**src/lvds_rx_pkg.sv**
```systemverilog
// Shared constants and types for the differential serial receive path
package lvds_rx_pkg;

  // Parallel word width and tap range of the emulated input delay chain
  localparam int WORD_W = 10;
  localparam int TAP_W = 4;
  localparam int LINE_DEPTH = 16;
  localparam int FIFO_DEPTH = 8;

  // Reset values and word width limits
  localparam logic [TAP_W-1:0] DELAY_RESET = 4'h0;
  localparam logic [WORD_W-1:0] WORD_RESET = 10'h000;
  localparam logic [3:0] WIDTH_MAX = 4'ha;
  localparam logic [3:0] WIDTH_BYPASS = 4'h1;

  // Phase training: consecutive transitions at one phase needed for lock
  localparam logic [2:0] TRAIN_HITS = 3'h4;
  localparam logic [3:0] PHASE_MAX = 4'hf;

  // Clock rate and delay settle time
  localparam int SYS_CLK_HZ = 20_000_000;
  localparam int SYS_PERIOD_NS = 1_000_000_000 / SYS_CLK_HZ;
  localparam int DELAY_SETTLE_NS = 5;
  localparam int DELAY_SETTLE_RAW = (DELAY_SETTLE_NS + SYS_PERIOD_NS - 1) / SYS_PERIOD_NS;
  localparam int DELAY_SETTLE_CYC = (DELAY_SETTLE_RAW < 1) ? 1 : DELAY_SETTLE_RAW;

  // Synchroniser bit positions of the pin inputs
  localparam int S_PAD_P = 0;
  localparam int S_PAD_N = 1;
  localparam int S_BIT_CLK = 2;
  localparam int S_WORD_CLK = 3;
  localparam int S_STEP_EN = 4;
  localparam int S_STEP_UP = 5;
  localparam int S_CLEAR = 6;
  localparam int S_BUF_ON = 7;
  localparam int S_TERM = 8;
  localparam int SYNC_W = 9;

  // Static configuration of the receiver
  typedef struct packed {
    logic half_rate;
    logic auto_align_en;
    logic fifo_en;
    logic dyn_term_mode;
    logic static_term;
    logic [3:0] word_width;
  } rx_cfg_s;

  // Phase training states
  typedef enum logic [1:0] {
    TRAIN_IDLE,
    TRAIN_SEEK,
    TRAIN_LOCKED
  } train_e;

endpackage

```
**src/lvds_rx_deserializer.sv**
```systemverilog
// Differential serial receiver: deserializer, phase alignment, delay control and read FIFO
//
// Operation
// - Full rate samples on rising edge only
// - Half rate samples on both clock edges
// - Word width programmable up to ten bits
// - Aligned word updated at word clock rise
// - Optional eight-word FIFO into read side
// - Empty flag raised while FIFO holds nothing
// - Reset clears FIFO and deserializer
// - Auto alignment centres sampling in bit
// - Auto alignment only in full rate
// - Lock raised after training completes
// - Buffer enable: one on, zero off
// - Termination control: one on, zero off
// - Step enable drives manual delay or aligner
// - Step up increments, low decrements
// - Delay clear resets counter or aligner
// - New delay takes effect after settling
// - Bypass route only at width one
`timescale 1ns/1ps
module lvds_rx_deserializer
  import lvds_rx_pkg::*;
(
  input wire logic sys_clk,
  input wire logic rst_b,
  input wire logic pad_p,
  input wire logic pad_n,
  input wire logic serial_bit_clock,
  input wire logic parallel_word_clock,
  input wire rx_cfg_s cfg,
  input wire logic input_buffer_on,
  input wire logic term_ctrl,
  input wire logic delay_step_enable,
  input wire logic delay_step_up,
  input wire logic delay_clear,
  input wire logic fifo_read_req,
  output logic [WORD_W-1:0] rx_word,
  output logic rx_word_valid,
  output logic fifo_empty,
  output logic lock,
  output logic [TAP_W-1:0] delay_tap,
  output logic bypass_route_out,
  output logic buffer_powered,
  output logic termination_on,
  output logic overflow
);

  // Clamp the configured width into 1..10
  function automatic logic [3:0] eff_width(input logic [3:0] w);
    eff_width = (w == 4'h0 || w > WIDTH_MAX) ? WIDTH_MAX : w;
  endfunction

  // Saturating one-tap step of the delay count
  function automatic logic [TAP_W-1:0] step_tap(input logic [TAP_W-1:0] t, input logic up);
    if (up) begin
      step_tap = (t == '1) ? t : t + 1'b1;
    end else begin
      step_tap = (t == '0) ? t : t - 1'b1;
    end
  endfunction

  // Pin synchronisers
  logic [SYNC_W-1:0] sync1_q, sync2_q, sync3_q;
  logic [SYNC_W-1:0] pins;

  assign pins = {term_ctrl, input_buffer_on, delay_clear, delay_step_up, delay_step_enable,
                 parallel_word_clock, serial_bit_clock, pad_n, pad_p};

  // Two stages of synchronisation, then one extra stage for edge detection
  always_ff @(posedge sys_clk or negedge rst_b) begin
    if (!rst_b) begin
      sync1_q <= '0;
      sync2_q <= '0;
      sync3_q <= '0;
    end else begin
      sync1_q <= pins;
      sync2_q <= sync1_q;
      sync3_q <= sync2_q;
    end
  end

  logic bit_rise, bit_fall, word_rise, pad_level, step_en_s, step_up_s, clear_s;

  // Edge detection and pad level after the input buffer
  assign bit_rise = sync2_q[S_BIT_CLK] && !sync3_q[S_BIT_CLK];
  assign bit_fall = !sync2_q[S_BIT_CLK] && sync3_q[S_BIT_CLK];
  assign word_rise = sync2_q[S_WORD_CLK] && !sync3_q[S_WORD_CLK];
  assign pad_level = sync2_q[S_BUF_ON] && sync2_q[S_PAD_P] && !sync2_q[S_PAD_N];
  assign step_en_s = sync2_q[S_STEP_EN];
  assign step_up_s = sync2_q[S_STEP_UP];
  assign clear_s = sync2_q[S_CLEAR];

  // Buffer status follows its pin; termination follows its pin in dynamic mode, else the static setting
  assign buffer_powered = sync2_q[S_BUF_ON];
  assign termination_on = cfg.dyn_term_mode ? sync2_q[S_TERM] : cfg.static_term;

  // Aligner is only active in full rate
  logic align_on;
  assign align_on = cfg.auto_align_en && !cfg.half_rate;

  // Delay line and bit phase
  logic [LINE_DEPTH-1:0] line_q, line_d;
  logic [3:0] phase_q, phase_d, period_q, period_d;
  logic pad_prev_q, pad_prev_d;

  // Pad history, phase since the last rising bit clock and measured period
  always_comb begin
    line_d = {line_q[LINE_DEPTH-2:0], pad_level};
    pad_prev_d = pad_level;
    phase_d = (phase_q == PHASE_MAX) ? phase_q : phase_q + 1'b1;
    period_d = period_q;
    if (bit_rise) begin
      phase_d = 4'h0;
      period_d = (phase_q == PHASE_MAX) ? phase_q : phase_q + 1'b1;
    end
  end

  always_ff @(posedge sys_clk or negedge rst_b) begin
    if (!rst_b) begin
      line_q <= '0;
      pad_prev_q <= 1'b0;
      phase_q <= '0;
      period_q <= '0;
    end else begin
      line_q <= line_d;
      pad_prev_q <= pad_prev_d;
      phase_q <= phase_d;
      period_q <= period_d;
    end
  end

  // Delay count and phase training
  train_e train_q, train_d;
  logic [TAP_W-1:0] delay_q, delay_d, tap_eff_q [DELAY_SETTLE_CYC];
  logic [3:0] cand_q, cand_d;
  logic [2:0] hits_q, hits_d;
  logic train_go_q, train_go_d;
  logic data_edge;
  logic [4:0] centre;

  assign data_edge = (pad_level != pad_prev_q);
  // Tap that samples half a period after the observed transition
  assign centre = {1'b0, period_q[3:1]} - {1'b0, phase_q};

  // Manual stepping or training, both gated by step enable at the word clock
  always_comb begin
    train_d = train_q;
    delay_d = delay_q;
    cand_d = cand_q;
    hits_d = hits_q;
    train_go_d = train_go_q;
    if (word_rise) begin
      train_go_d = step_en_s && align_on;
      if (clear_s) begin
        if (align_on) begin
          train_d = TRAIN_IDLE;
          hits_d = 3'h0;
        end else begin
          delay_d = DELAY_RESET;
        end
      end else if (step_en_s && !align_on) begin
        delay_d = step_tap(delay_q, step_up_s);
      end
    end
    if (!align_on) begin
      train_d = TRAIN_IDLE;
    end else begin
      unique case (train_q)
        TRAIN_IDLE: begin
          hits_d = 3'h0;
          if (train_go_q && !(word_rise && clear_s)) begin
            train_d = TRAIN_SEEK;
          end
        end
        TRAIN_SEEK: begin
          if (data_edge && period_q != 4'h0) begin
            if (phase_q == cand_q) begin
              hits_d = hits_q + 1'b1;
            end else begin
              cand_d = phase_q;
              hits_d = 3'h1;
            end
            if (phase_q == cand_q && hits_q + 1'b1 == TRAIN_HITS) begin
              train_d = TRAIN_LOCKED;
              delay_d = centre[4] ? TAP_W'(centre + {1'b0, period_q}) : TAP_W'(centre);
            end
          end
        end
        TRAIN_LOCKED: begin
          train_d = TRAIN_LOCKED;
        end
      endcase
      if (word_rise && clear_s) begin
        train_d = TRAIN_IDLE;
      end
    end
  end

  // Training and delay registers; the sampling tap follows after the settle time
  always_ff @(posedge sys_clk or negedge rst_b) begin
    if (!rst_b) begin
      train_q <= TRAIN_IDLE;
      delay_q <= DELAY_RESET;
      cand_q <= '0;
      hits_q <= '0;
      train_go_q <= 1'b0;
      for (int i = 0; i < DELAY_SETTLE_CYC; i++) begin
        tap_eff_q[i] <= DELAY_RESET;
      end
    end else begin
      train_q <= train_d;
      delay_q <= delay_d;
      cand_q <= cand_d;
      hits_q <= hits_d;
      train_go_q <= train_go_d;
      tap_eff_q[0] <= delay_q;
      for (int i = 1; i < DELAY_SETTLE_CYC; i++) begin
        tap_eff_q[i] <= tap_eff_q[i-1];
      end
    end
  end

  assign lock = align_on && (train_q == TRAIN_LOCKED);
  assign delay_tap = delay_q;

  // Deserializer
  logic sample_now, sbit, word_ok;
  logic [3:0] width;
  logic [3:0] bit_cnt_q, bit_cnt_d;
  logic [WORD_W-1:0] asm_q, asm_d, ready_word_q, ready_word_d, asm_next;
  logic ready_flag_q, ready_flag_d;

  assign width = eff_width(cfg.word_width);
  assign sample_now = cfg.half_rate ? (bit_rise || bit_fall) : bit_rise;
  assign sbit = line_q[tap_eff_q[DELAY_SETTLE_CYC-1]];
  assign word_ok = !align_on || lock;

  // Assemble bits, first bit in bit 0; unused high bits stay zero
  always_comb begin
    asm_next = (bit_cnt_q == 4'h0) ? WORD_RESET : asm_q;
    asm_next[bit_cnt_q] = sbit;
    asm_d = asm_q;
    bit_cnt_d = bit_cnt_q;
    ready_word_d = ready_word_q;
    ready_flag_d = ready_flag_q;
    if (word_rise) begin
      ready_flag_d = 1'b0;
    end
    if (sample_now) begin
      asm_d = asm_next;
      if (bit_cnt_q + 1'b1 >= width) begin
        bit_cnt_d = 4'h0;
        ready_word_d = asm_next;
        ready_flag_d = 1'b1;
      end else begin
        bit_cnt_d = bit_cnt_q + 1'b1;
      end
    end
  end

  always_ff @(posedge sys_clk or negedge rst_b) begin
    if (!rst_b) begin
      bit_cnt_q <= '0;
      asm_q <= WORD_RESET;
      ready_word_q <= WORD_RESET;
      ready_flag_q <= 1'b0;
    end else begin
      bit_cnt_q <= bit_cnt_d;
      asm_q <= asm_d;
      ready_word_q <= ready_word_d;
      ready_flag_q <= ready_flag_d;
    end
  end

  // Word presentation and FIFO
  logic present;
  logic [WORD_W-1:0] push_word_q, push_word_d, rx_word_q, rx_word_d;
  logic push_q, push_d, rx_valid_q, rx_valid_d, overflow_q, overflow_d;
  logic fifo_in_ready, fifo_out_valid, fifo_pop;
  logic [WORD_W-1:0] fifo_out_data;

  assign present = word_rise && ready_flag_q && word_ok;
  assign fifo_pop = cfg.fifo_en && fifo_read_req && fifo_out_valid;

  // Hold a word until the FIFO accepts it; a newer word overwrites and flags overrun
  always_comb begin
    push_d = push_q;
    push_word_d = push_word_q;
    overflow_d = overflow_q;
    rx_word_d = rx_word_q;
    rx_valid_d = 1'b0;
    if (push_q && fifo_in_ready) begin
      push_d = 1'b0;
    end
    if (present) begin
      if (cfg.fifo_en) begin
        push_word_d = ready_word_q;
        push_d = 1'b1;
        if (push_q && !fifo_in_ready) begin
          overflow_d = 1'b1;
        end
      end else begin
        rx_word_d = ready_word_q;
        rx_valid_d = 1'b1;
      end
    end
    if (fifo_pop) begin
      rx_word_d = fifo_out_data;
      rx_valid_d = 1'b1;
    end
  end

  always_ff @(posedge sys_clk or negedge rst_b) begin
    if (!rst_b) begin
      push_q <= 1'b0;
      push_word_q <= WORD_RESET;
      overflow_q <= 1'b0;
      rx_word_q <= WORD_RESET;
      rx_valid_q <= 1'b0;
    end else begin
      push_q <= push_d;
      push_word_q <= push_word_d;
      overflow_q <= overflow_d;
      rx_word_q <= rx_word_d;
      rx_valid_q <= rx_valid_d;
    end
  end

  // Receive FIFO into the read side; reset clears it together with the deserializer
  rx_word_fifo #(
    .WIDTH(WORD_W),
    .DEPTH(FIFO_DEPTH)
  ) u_fifo (
    .clk(sys_clk),
    .rst_b(rst_b),
    .in_valid(push_q),
    .in_ready(fifo_in_ready),
    .in_data(push_word_q),
    .out_valid(fifo_out_valid),
    .out_ready(fifo_pop),
    .out_data(fifo_out_data)
  );

  // Bypass route
  logic bypass_q, bypass_d;

  // Pad level routed out only at deserialization width one
  always_comb begin
    bypass_d = (cfg.word_width == WIDTH_BYPASS) ? pad_level : 1'b0;
  end

  always_ff @(posedge sys_clk or negedge rst_b) begin
    if (!rst_b) begin
      bypass_q <= 1'b0;
    end else begin
      bypass_q <= bypass_d;
    end
  end

  // Outputs
  assign rx_word = rx_word_q;
  assign rx_word_valid = rx_valid_q;
  assign fifo_empty = cfg.fifo_en ? !fifo_out_valid : 1'b1;
  assign overflow = overflow_q;
  assign bypass_route_out = bypass_q;

endmodule

```
**src/rx_word_fifo.sv**
```systemverilog
// Small flip-flop FIFO with valid/ready on both sides
`timescale 1ns/1ps
module rx_word_fifo #(
  parameter int WIDTH = 10,
  parameter int DEPTH = 8
) (
  input wire logic clk,
  input wire logic rst_b,
  input wire logic in_valid,
  output logic in_ready,
  input wire logic [WIDTH-1:0] in_data,
  output logic out_valid,
  input wire logic out_ready,
  output logic [WIDTH-1:0] out_data
);

  localparam int PTR_W = $clog2(DEPTH);
  localparam logic [PTR_W:0] COUNT_FULL = (PTR_W+1)'(DEPTH);
  localparam logic [PTR_W-1:0] PTR_LAST = PTR_W'(DEPTH - 1);

  logic [WIDTH-1:0] mem_q [DEPTH];
  logic [PTR_W-1:0] wr_q, wr_d, rd_q, rd_d;
  logic [PTR_W:0] count_q, count_d;
  logic push, pop;

  // Honest full and empty from the occupancy count
  assign in_ready = (count_q != COUNT_FULL);
  assign out_valid = (count_q != '0);
  assign out_data = mem_q[rd_q];
  assign push = in_valid && in_ready;
  assign pop = out_valid && out_ready;

  // Pointer and count next values; a pop on empty is ignored
  always_comb begin
    wr_d = wr_q;
    rd_d = rd_q;
    count_d = count_q;
    if (push) begin
      wr_d = (wr_q == PTR_LAST) ? '0 : wr_q + 1'b1;
    end
    if (pop) begin
      rd_d = (rd_q == PTR_LAST) ? '0 : rd_q + 1'b1;
    end
    if (push && !pop) begin
      count_d = count_q + 1'b1;
    end else if (pop && !push) begin
      count_d = count_q - 1'b1;
    end
  end

  // Pointer registers
  always_ff @(posedge clk or negedge rst_b) begin
    if (!rst_b) begin
      wr_q <= '0;
      rd_q <= '0;
      count_q <= '0;
    end else begin
      wr_q <= wr_d;
      rd_q <= rd_d;
      count_q <= count_d;
    end
  end

  // Storage, written at the write pointer
  always_ff @(posedge clk) begin
    if (push) begin
      mem_q[wr_q] <= in_data;
    end
  end

endmodule

```
**config.mk**
```make
export PLATFORM = sky130hd
export DESIGN_NAME = lvds_rx_deserializer
export DESIGN_NICKNAME = d
export VERILOG_FILES = /design/src/lvds_rx_pkg.sv /design/src/lvds_rx_deserializer.sv /design/src/rx_word_fifo.sv
export SDC_FILE = /design/constraint.sdc
export NUM_CORES = 1
export LEC_CHECK = 0
export BUFFER_PORTS_ARGS = -buffer_cell sky130_fd_sc_hd__buf_4
export CORE_AREA = 2 2 130 132
export CTS_CLUSTER_DIAMETER = 150
export DETAILED_ROUTE_END_ITERATION = 6
export DIE_AREA = 0 0 132 134
export MAX_ROUTING_LAYER = met4
export PLACE_DENSITY = 0.69
export SYNTH_ARGS = -nofsm -noshare
export SYNTH_HDL_FRONTEND = slang
export SYNTH_SLANG_ARGS = --single-unit
```
**constraint.sdc**
```tcl
create_clock -name sys_clk -period 3.3 [get_ports sys_clk]
set_clock_uncertainty 0.2 [all_clocks]
set_input_delay 0 -clock sys_clk [delete_from_list [all_inputs] [get_ports sys_clk]]
set_output_delay 0 -clock sys_clk [all_outputs]
set_load 0.01 [all_outputs]
```
==> impl_metrics.tcl <==
set metrics [dict create \
    gp_congestion 0.833 \
    final_nets 772 \
    grt.total_usage 0.208 \
    io_pins 42 \
    p_leak_nw 4.31 \
    hold_viol_final 0 \
    worstSetupPathType "reg2reg" \
    synth_cells 631 \
    grt_max_degree 62 \
    clock-root-buffer "clkbuf_16" \
    synth_fp_nets 685 \
    clk_latency_ns 0.49 \
    dpl.hpwl_um 11400 \
    place_ws_ns 0.251 \
    core_area_um2 16300 \
    max-clock-path-buffers 3 \
    dieWidth_um 132 \
    synth_top_area_share 0.346 \
    synth_edf_count 80 \
    path_max_fanout 7 \
    initial_core_util 0.537 \
    yosys-top-cells-area "dfrtp_1, edfxtp_1, mux4_2" \
    overflow 0 \
    yosysMostFrequentCell "dfrtp_1" \
    rsz0062_at_grt "false" \
    max_slew_margin 0.477 \
    setup_ws_ns 0.221 \
    die_area_um2 17700 \
    post-route-min-period_ns 3.08 \
    irDropWorstVdd_mv 0.537 \
    holdWs_ns 0.100 \
    die_h_um 134 \
    synth_warnings 0 \
    via_count 5312 \
    wl_per_cell_um 18.2 \
    ant_nets 0 \
    fin_tns_setup_ns 0 \
    arrival_ns 3.28 \
    grt.busiest_layer "met2" \
    worstSetupEndpointType "register" \
    vias_per_cell 5.58 \
    cts_tree "built" \
    drc_errors 0 \
    antenna_found_initial 0 \
    max_cap_viol_count 0 \
    first_global_vias 5468 \
    syn_area_um2 8750 \
    cts.sinks 201 \
    grt_use_met3 0.0295 \
    area_growth_syn_to_layout_pct 17.3 \
    powerDensity_nw_per_um2 767 \
    setup_viol 0 \
    cts_buffers 21 \
    path_clk_slew_ns 0.06 \
    row_count 47 \
    dr.first_iter.drc_count 400 \
    port-buffer-count 41 \
    yosysTopAreaCell "dfrtp_1" \
    drive_above_1_share 0.198 \
    start_kind "register" \
    synth_seq_cells 201 \
    slew_violations 0 \
    num_antenna_cells 0 \
    grt_pass1_wl_um 28400 \
    ys_types 55 \
    dr.pass1.iters 4 \
    grtUsageMet2 0.342 \
    synth_flop_cell "dfrtp_1" \
    fillers 1244 \
    worst_pin_slew_ns 0.784 \
    worstPathRequired_ns 3.50 \
    met1_usage 0.280 \
    yosysSeqAreaShare 0.621 \
    synth_area_per_cell_um2 13.9 \
    outcome "complete, no violations" \
    netlist_top_cells_count "dfrtp_1, edfxtp_1, o21ai_0, nand2_1, mux2_2" \
    hp-class "in2reg" \
    finalCritPeriodShare 0.933 \
    fmax_mhz 325 \
    htree_levels 1 \
    synthArstFlopShare 0.602 \
    wl_um 17300 \
]
## what timing repair did
item | CTS | global route
hold buffers | 28 | 0
gates resized for setup | 0 | 0
setup buffers | 0 | 0
endpoints found under the hold margin | 111 | 0
endpoints found under the setup margin | 0 | 0
## worst max-delay path: stages (launching register included)
cell	delay [ns]
dfrtp_1	0.48
ha_1	0.22
inv_1	0.06
fa_1	0.46
xor2_1	0.20
ha_1	0.32
a21oi_1	0.20
a21oi_1	0.12
or4_1	0.53
a41oi_1	0.21
## cells in the final DEF (no fill, tap or decap), drive strengths merged, types with 5 or more instances in the layout
cell,Yosys,final
a21oi,25,25
a31oi,5,5
buf,6,58
clkbuf,16,32
dfrtp,121,121
dlygate4sd3,0,28
edfxtp,80,80
ha,30,30
inv,24,24
mux2,32,32
mux2i,17,17
mux4,26,26
nand2,43,43
nand2b,10,10
nand3,10,10
nor2,28,28
nor2b,7,7
nor3,15,15
o21a,5,5
o21ai,47,47
o2bb2ai,6,6
xnor2,5,5
xor2,9,9
## where the power goes
group | total [mW] | switching, mW | internal [mW]
Combinational | 2.26 | 1.13 | 1.13
Clock | 2.13 | 0.910 | 1.22
Sequential | 3.48 | 0.477 | 3.01
Total | 7.87 | 2.51 | 5.36
## final cells by class
| class | instances | area [um2] | share of cell area |
|---|---|---|---|
| Sequential cell | 201 | 5430 | 0.529 |
| Multi-Input combinational cell | 384 | 3140 | 0.306 |
| Timing Repair Buffer | 86 | 716 | 0.0697 |
| Clock buffer | 32 | 587 | 0.0572 |
| Tap cell | 220 | 275 | 0.0268 |
| Inverter | 24 | 90.1 | 0.00878 |
| Clock inverter | 5 | 23.8 | 0.00232 |
## metrics by stage
stage / area [um2] / utilization / instances / total power [mW]
2_1_floorplan: 8750 / - / 631 / 5.09
3_3_place_gp: 9380 / 0.576 / 887 / 5.66
3_5_place_dp: 9380 / 0.576 / 887 / 5.77
4_1_cts: 10300 / 0.630 / 952 / 7.94
5_1_grt: 10300 / 0.630 / 952 / 8.37
6_report: 10300 / 0.630 / 952 / 7.87
## registers in the layout, summed over array words and instances (netlist names), 2 cells and up
register,flops
asm_q,10
push_word_q,10
u_fifo.count_q,4
line_q,16
period_q,4
tap_eff_q,4
bit_cnt_q,4
u_fifo.wr_q,3
phase_q,4
sync3_q,2
train_q,2
hits_q,3
ready_word_q,10
sync1_q,9
rx_word,10
u_fifo.mem_q,80
u_fifo.rd_q,3
delay_tap,4
sync2_q,9
cand_q,4
## routing by layer
metal	routed length, um	vias to the layer above
li1	-	2518
met1	7750	2673
met2	8590	102
met3	726	19
met4	216	0
met5	0	-
## worst paths after layout
path,slack (ns),startpoint,to,cells after the start
worst max-delay path,0.22,phase_q[0]$_DFF_PN0_,delay_tap[3]$_DFF_PN0_,9
worst min-delay path,0.1,cfg[2],bit_cnt_q[3]$_DFFE_PN0N_,6
worst max register to register,0.22,phase_q[0]$_DFF_PN0_,delay_tap[3]$_DFF_PN0_,9
worst min register to register,0.15,sync1_q[5]$_DFF_PN0_,sync2_q[5]$_DFF_PN0_,0
max in group asynchronous,1.17,rst_b,rx_word[8]$_DFFE_PN0P_,4
min in group asynchronous,0.50,rst_b,push_word_q[9]$_DFFE_PN0P_,3
## kinds of logic (layout without fill, tap and decap cells)
group | after synthesis | after routing | synth area share
fa+ha+maj | 33 | 33 | 0.0498
xor+xnor | 14 | 14 | 0.0140
flops | 201 | 201 | 0.621
buf+inv | 46 | 147 | 0.0206
compound gates | 121 | 121 | 0.0845
simple gates | 141 | 141 | 0.0811
mux | 75 | 75 | 0.129
Power figures use the tool's default switching activity.
